[config.mk]
export PLATFORM = sky130hd
export DESIGN_NAME = file_reg_unary_skip_jump_ops
export DESIGN_NICKNAME = d
export VERILOG_FILES = /design/src/rtl/unary_ops_pkg.sv /design/src/rtl/file_reg_mem.sv /design/src/rtl/file_reg_unary_skip_jump_ops.sv
export SDC_FILE = /design/constraint.sdc
export NUM_CORES = 1
export LEC_CHECK = 0
export BUFFER_PORTS_ARGS = -buffer_cell sky130_fd_sc_hd__buf_2
export CORE_MARGIN = 2
export CORE_UTILIZATION = 56
export DETAILED_ROUTE_END_ITERATION = 10
export GPL_ROUTABILITY_DRIVEN = 0
export PLACE_DENSITY = 0.75
export SYNTH_ARGS = -nofsm -noshare
export SYNTH_HDL_FRONTEND = slang
export SYNTH_SLANG_ARGS = --single-unit
[constraint.sdc]
create_clock -name CORE_CLK -period 6.05 [get_ports CORE_CLK]
set_input_delay 1.21 -clock CORE_CLK [delete_from_list [all_inputs] [get_ports CORE_CLK]]
set_output_delay 1.21 -clock CORE_CLK [all_outputs]
set_load 0.05 [all_outputs]
[src/rtl/unary_ops_pkg.sv]
// Operation
// - complement inverts file register, routes by destination, updates zero
// - clear-file writes 00h to file, sets zero, never writes working register
// - decrement subtracts one, routes by destination bit, updates zero
// - clear-working loads 00h into working register and sets zero
// - decrement-skip routes; zero squashes next; two cycles; flags kept
// - increment-skip routes; zero squashes next; two cycles; flags kept
// - jump loads 11-bit immediate into program counter bits 10..0
// - jump loads counter bits 14..11 from page latch bits 6..3
// - jump always takes two cycles, discarding the fetched instruction
// - increment adds one, routes by destination bit, updates zero
`default_nettype none
package unary_ops_pkg;
    localparam int DATA_W   = 8;
    localparam int ADDR_W   = 7;
    localparam int PC_W     = 15;
    localparam int IMM_W    = 11;
    localparam int PAGE_LO  = 3;
    localparam int PAGE_HI  = 6;
    localparam int REGS     = 128;
    localparam logic [DATA_W-1:0] ZERO_BYTE = 8'h00;
    localparam logic [DATA_W-1:0] W_RESET   = 8'h00;
    localparam logic [PC_W-1:0]   PC_RESET  = 15'h0000;

    typedef enum logic [7:0] {
        OP_NONE  = 8'h00,
        OP_COMPL = 8'h01,
        OP_CLR_FILE = 8'h02,
        OP_DEC   = 8'h03,
        OP_CLR_WORK = 8'h04,
        OP_DECSK = 8'h05,
        OP_INCSK = 8'h06,
        OP_JUMP  = 8'h07,
        OP_INC   = 8'h08
    } op_t;

    typedef enum logic [1:0] {
        ST_EXEC  = 2'b01,
        ST_FLUSH = 2'b10
    } state_t;

    typedef struct packed {
        op_t                op;
        logic               dest;
        logic [ADDR_W-1:0]  addr;
        logic [IMM_W-1:0]   imm;
    } instr_t;
endpackage : unary_ops_pkg
`default_nettype wire

[src/rtl/file_reg_mem.sv]
`default_nettype none
module file_reg_mem #(
    parameter int DW    = 8,
    parameter int AW    = 7,
    parameter int DEPTH = 128
) (
    input  wire logic          clk,
    input  wire logic [AW-1:0] raddr,
    output logic      [DW-1:0] rdata,
    input  wire logic          we,
    input  wire logic [AW-1:0] waddr,
    input  wire logic [DW-1:0] wdata
);
    logic [DW-1:0] mem [DEPTH];

    always_ff @(posedge clk) begin
        if (we) begin
            mem[waddr] <= wdata;
        end
        rdata <= mem[raddr];
    end
endmodule : file_reg_mem
`default_nettype wire

[src/rtl/file_reg_unary_skip_jump_ops.sv]
`default_nettype none
module file_reg_unary_skip_jump_ops
    import unary_ops_pkg::*;
(
    input  wire logic                           CORE_CLK,
    input  wire logic                           SRST,
    input  wire unary_ops_pkg::instr_t          INSTR,
    input  wire logic                           INSTR_VALID,
    output logic                                INSTR_READY,
    input  wire logic [7:0]                     PAGE_LATCH,
    output logic [unary_ops_pkg::DATA_W-1:0]    WORK_REG,
    output logic                                ZERO_FLAG,
    output logic [unary_ops_pkg::PC_W-1:0]      PROG_COUNTER,
    output logic                                SQUASH,
    output logic                                DONE
);
    import unary_ops_pkg::*;

    // ------------------------------------------------------------
    // operand fetch
    // ------------------------------------------------------------
    // three cycles per op: latch, read, then execute; keeps the memory read
    // registered at the cost of throughput
    typedef enum logic [2:0] {
        PH_IDLE = 3'b001,
        PH_READ = 3'b010,
        PH_EXE  = 3'b100
    } phase_t;

    phase_t            phase;
    instr_t            cur;
    state_t            state;
    logic [DATA_W-1:0] fdata;
    logic [DATA_W-1:0] result;
    logic              wr_file;
    logic              wr_work;
    logic              upd_zero;
    logic              skip_op;

    file_reg_mem #(
        .DW    (DATA_W),
        .AW    (ADDR_W),
        .DEPTH (REGS)
    ) u_mem (
        .clk   (CORE_CLK),
        .raddr (cur.addr),
        .rdata (fdata),
        .we    (wr_file && phase == PH_EXE),
        .waddr (cur.addr),
        .wdata (result)
    );

    assign INSTR_READY = (phase == PH_IDLE) && (state == ST_EXEC);

    always_ff @(posedge CORE_CLK) begin
        if (SRST) begin
            phase <= PH_IDLE;
            cur   <= '0;
        end else begin
            case (phase)
                PH_IDLE: begin
                    if (INSTR_VALID && INSTR_READY) begin
                        cur   <= INSTR;
                        phase <= PH_READ;
                    end
                end
                PH_READ: phase <= PH_EXE;
                PH_EXE:  phase <= PH_IDLE;
                default: phase <= PH_IDLE;
            endcase
        end
    end

    // ------------------------------------------------------------
    // datapath
    // ------------------------------------------------------------
    always_comb begin
        result   = fdata;
        wr_file  = 1'b0;
        wr_work  = 1'b0;
        upd_zero = 1'b0;
        skip_op  = 1'b0;
        case (cur.op)
            OP_COMPL: begin
                result   = ~fdata;
                upd_zero = 1'b1;
            end
            OP_CLR_FILE: begin
                result   = ZERO_BYTE;
                upd_zero = 1'b1;
            end
            OP_DEC: begin
                result   = fdata - 8'h01;
                upd_zero = 1'b1;
            end
            OP_INC: begin
                result   = fdata + 8'h01;
                upd_zero = 1'b1;
            end
            OP_CLR_WORK: begin
                result   = ZERO_BYTE;
                upd_zero = 1'b1;
            end
            OP_DECSK: begin
                result  = fdata - 8'h01;
                skip_op = (result == ZERO_BYTE);
            end
            OP_INCSK: begin
                result  = fdata + 8'h01;
                skip_op = (result == ZERO_BYTE);
            end
            default: result = fdata;
        endcase
        case (cur.op)
            OP_COMPL, OP_DEC, OP_INC, OP_DECSK, OP_INCSK: begin
                wr_file = cur.dest;
                wr_work = !cur.dest;
            end
            OP_CLR_FILE: wr_file = 1'b1;
            OP_CLR_WORK: wr_work = 1'b1;
            default: begin
                wr_file = 1'b0;
                wr_work = 1'b0;
            end
        endcase
    end

    wire exe = (phase == PH_EXE);

    always_ff @(posedge CORE_CLK) begin
        if (SRST) begin
            WORK_REG <= W_RESET;
        end else if (exe && wr_work) begin
            WORK_REG <= result;
        end
    end

    // ------------------------------------------------------------
    // status
    // ------------------------------------------------------------
    always_ff @(posedge CORE_CLK) begin
        if (SRST) begin
            ZERO_FLAG <= 1'b0;
        end else if (exe && upd_zero) begin
            ZERO_FLAG <= (result == ZERO_BYTE);
        end
    end

    // ------------------------------------------------------------
    // program counter and squash
    // ------------------------------------------------------------
    always_ff @(posedge CORE_CLK) begin
        if (SRST) begin
            PROG_COUNTER <= PC_RESET;
        end else if (exe && cur.op == OP_JUMP) begin
            PROG_COUNTER <= {PAGE_LATCH[PAGE_HI:PAGE_LO],
                             cur.imm};
        end else if (exe) begin
            PROG_COUNTER <= PROG_COUNTER + 15'h0001;
        end
    end

    // squash lasts one slot; no instruction is taken during it
    always_ff @(posedge CORE_CLK) begin
        if (SRST) begin
            state  <= ST_EXEC;
            SQUASH <= 1'b0;
            DONE   <= 1'b0;
        end else begin
            DONE   <= exe;
            SQUASH <= 1'b0;
            case (state)
                ST_EXEC: begin
                    if (exe && (skip_op || cur.op == OP_JUMP)) begin
                        state  <= ST_FLUSH;
                        SQUASH <= 1'b1;
                    end
                end
                ST_FLUSH: state <= ST_EXEC;
                default:  state <= ST_EXEC;
            endcase
        end
    end
endmodule : file_reg_unary_skip_jump_ops
`default_nettype wire

==> flow_summary_export.csv <==
group,metric,value,unit
route,vias_per_cell,6.98,
clock_tree,clock_latency,0.67,ns
die,die_w,276,µm
global_route,grt_use_total,0.283,
synthesis,synthArstFlopShare,0,
cells_and_area,layout.cells.non_filler,3639,
worst_setup_path,critPathRequiredTime,6.32,ns
sta,fin_skew,0.0292,ns
pwr,cell_internal_pwr,12.6,mW
sta,finalSetupViolCount,0,
synthesis,synth_simple_gate_area_share,0.0609,
worst_setup_path,critPathCaptureType,"flop",
sta,hold_viol_final,0,
pwr,share_comb_of_total_power,0.091,
route,first_iter_violations,3965,
synthesis,yosysUniqueCellTypes,81,
route,dr.pass1.iters,8,
clock_tree,cts_hold_buf,0,
worst_setup_path,crit_chain,"nor2_1 -> and2_1 -> buf_4 -> nand2_1 -> a21oi_1 -> nand2_1 -> buf_4 -> nor2_1",
route,drt_wl_total,110000,µm
outcome,outcome,"finished clean",
worst_setup_path,cp-endpoint,"u_mem.mem[58][6]$_DFFE_PP_",
route,drcViolationCount,0,
global_route,grt_pass1_vias,24100,
synthesis,synth_top_family_by_area,"compound AO/OA/AOI/OAI gates",
sta,slew_viol_final,0,
worst_setup_path,crit_slowest_cell,"a21oi_1",
synthesis,synthCells,2552,
cells_and_area,diodes,0,
route,postRouteAntennaNets,0,
worst_setup_path,critical_path_arrival,4.84,ns
synthesis,yosysTopAreaCellShare,0.741,
synthesis,synth_top_area_cell,"edfxtp_1",
synthesis,synthFlopType,"edfxtp_1",
clock_tree,cts_resized,0,
synthesis,netlist_area,41500,µm²
global_route,overflow,0,
sta,fin_crit_sh,0.755,
die,initial_core_util,0.567,
sta,rsz0062_at_grt,"false",
pwr,switching_power,4.02,mW
place,place_inst,3446,
global_route,grt_pass1_wl,161000,µm
synthesis,syn-mean-instance-area,16.3,µm²
die,die-area,76300,µm²
clock_tree,clockBufferDepth,3,
die,ios,65,
sta,finalWorstPathRequiredPeriod,4.57,ns
synthesis,seq_area_frac_synth,0.773,
pwr,p_leak,14.2,nW
synthesis,synth_edf_count,1024,
place,dp_hpwl,62800,µm
place,portBuffers,60,
worst_setup_path,cp_max_fo,29,
clock_tree,cts_made_buffers,104,
sta,fin_tns_setup,0,ns
sta,timing.fmax,219,MHz
clock_tree,cts_sinks,1090,
route,vias,25400,
sta,relSlewSlack,0.0955,
worst_setup_path,r2r_setup_slack,1.48,ns
worst_setup_path,cp-startpoint,"phase[0]$_SDFFE_PP1P_",
synthesis,synth_nets,2595,
worst_setup_path,startpoint_type,"flop",
synthesis,synth_compound_area_frac,0.129,
worst_setup_path,cp_slowest_stage_delay,1.05,ns
pwr,clockPowerShare,0.366,
sta,hold_slack,0.463,ns
pwr,seqPwrFrac,0.543,
synthesis,yosys.area_share.xor_xnor,0.00106,
synthesis,yosys.area_share.adder,0.00151,
worst_hold_path,hp-class,"reg -> reg",
die,dieHeight,276,µm
pwr,ir_worst_vdd,0.273,mV
synthesis,yosysMostFrequentCell,"edfxtp_1",
clock_tree,htreeDepth,3,
clock_tree,cts-root-buf,"clkbuf_16",
global_route,antenna_found_initial,2,
worst_setup_path,critical_path_class,"reg -> reg",
worst_setup_path,rr_worst_depth,8,
worst_setup_path,reg2reg_to,"u_mem.mem[58][6]$_DFFE_PP_",
cells_and_area,nFillCells,4973,
synthesis,yosys_warnings,0,
pwr,power.density,360,nW/µm²
route,wl_per_cell,30.3,µm
die,std_cell_rows,99,
synthesis,synthMuxAreaShare,0.0148,
pwr,sw_frac_of_total,0.242,
clock_tree,post_cts_buffers,0,
clock_tree,clk_pin_slew,0.07,ns
worst_setup_path,r2r-start,"phase[0]$_SDFFE_PP1P_",
synthesis,ys_ff_latch,1090,
sta,worstMarginPinSlew,1.36,ns
cells_and_area,drive_gt1_frac,0.114,
clock_tree,cts_tree,"built",
cells_and_area,area_growth,10.8,%
die,fp.coreArea,73200,µm²
global_route,grt_max_degree,129,
cells_and_area,fin_nets,2636,
synthesis,ys_top_cells_by_count,"edfxtp_1 (1024), a22oi_1 (319), nor2_1 (175), nand2_1 (133), buf_2 (85)",
flow_run,drv_cap,0,
synthesis,synthTopCellsByArea,"edfxtp_1 (74%), a22oi_1 (5.8%), dfxtp_1 (3.2%)",
==> cell type report <==
type / instances / area [µm²] / area share
Timing Repair Buffer: 116 / 833 / 0.0181
Multi-Input combinational cell: 1272 / 8710 / 0.189
Sequential cell: 1090 / 32100 / 0.697
Clock buffer: 136 / 2750 / 0.0598
Clock inverter: 57 / 389 / 0.00846
Tap cell: 959 / 1200 / 0.0261
Inverter: 9 / 33.8 / 0.000734
==> per-stage QoR <==
step	cell area, µm²	utilization	total power, mW	setup slack (ns)
after CTS	46000	0.628	16.5	1.65
after global routing	46000	0.628	17.0	1.41
final	46000	0.628	16.6	1.48
after global placement	42900	0.585	10.5	1.72
after detailed placement	42900	0.585	10.6	1.72
after floorplan	41500	-	10.0	0.192
==> cell families after synthesis <==
| group | count (synthesis) |
|---|---|
| adder cells (fa/ha/maj) | 5 |
| XOR/XNOR | 5 |
| AO/OA/AOI/OAI | 711 |
| buffers and inverters | 190 |
| multiplexers | 48 |
| flip-flops | 1090 |
| AND/OR/NAND/NOR | 503 |
==> worst max-delay path: cells and delay by family (launching register included) <==
kind	cells	cell delay, ns
compound gates	1	1.05
buf+inv	2	0.76
flops	1	0.32
simple gates	5	2.02
==> cell usage in the layout (no fill, tap or decap), drive strengths merged, types with 7 or more instances in the layout <==
master / instances
a31oi: 53
a41oi: 21
o211ai: 12
a22o: 65
and4b: 12
nand3: 21
a21oi: 63
a211oi: 11
nand4: 36
mux4: 10
buf: 116
nor4b: 9
clkbuf: 136
and3: 9
nor4: 19
nand2b: 13
nor3: 13
nor2: 175
nand2: 133
edfxtp: 1024
and4: 10
nor3b: 7
o21ai: 30
dfxtp: 66
mux2i: 32
a2111oi: 13
a221oi: 64
a31o: 7
inv: 15
clkinv: 47
a22oi: 319
nor2b: 10
==> how the worst min path moves through the flow <==
stage	startpoint	end	slack [ns]	depth (start not counted)
floorplan	phase[0]$_SDFFE_PP1P_	phase[2]$_SDFFE_PP0P_	0.43	1
global placement	cur[1]$_SDFFE_PP0P_	cur[1]$_SDFFE_PP0P_	0.44	2
detailed placement	cur[9]$_SDFFE_PP0P_	cur[9]$_SDFFE_PP0P_	0.46	2
CTS	cur[4]$_SDFFE_PP0P_	cur[4]$_SDFFE_PP0P_	0.47	2
global route	cur[0]$_SDFFE_PP0P_	cur[0]$_SDFFE_PP0P_	0.48	2
finish	cur[8]$_SDFFE_PP0P_	cur[8]$_SDFFE_PP0P_	0.46	2
==> state kept, by name, indices dropped and copies added, names as in the netlist <==
| signal | count |
|---|---|
| state | 2 |
| cur | 27 |
| WORK_REG | 8 |
| ZERO_FLAG | 1 |
| u_mem.rdata | 8 |
| PROG_COUNTER | 15 |
| u_mem.mem | 1024 |
| DONE | 1 |
| phase | 3 |
| SQUASH | 1 |
==> per-layer routing <==
layer / global-route usage / up-vias / wire length [µm]
li1: - / 10500 / -
met1: 0.389 / 12700 / 40100
met2: 0.436 / 1917 / 51100
met3: 0.0694 / 284 / 14300
met4: 0.122 / 4 / 4800
met5: 0 / - / 22
==> power by group through the flow <==
stage,Combinational (mW),Clock (mW),Sequential [mW]
finish,1.50,6.07,8.99
CTS,1.47,6.09,8.99
global route,1.58,6.38,8.99
global placement,1.40,0,9.14
detailed placement,1.47,0,9.15
floorplan,0.823,0,9.19
Note: power is estimated with default switching activity, not from simulation.
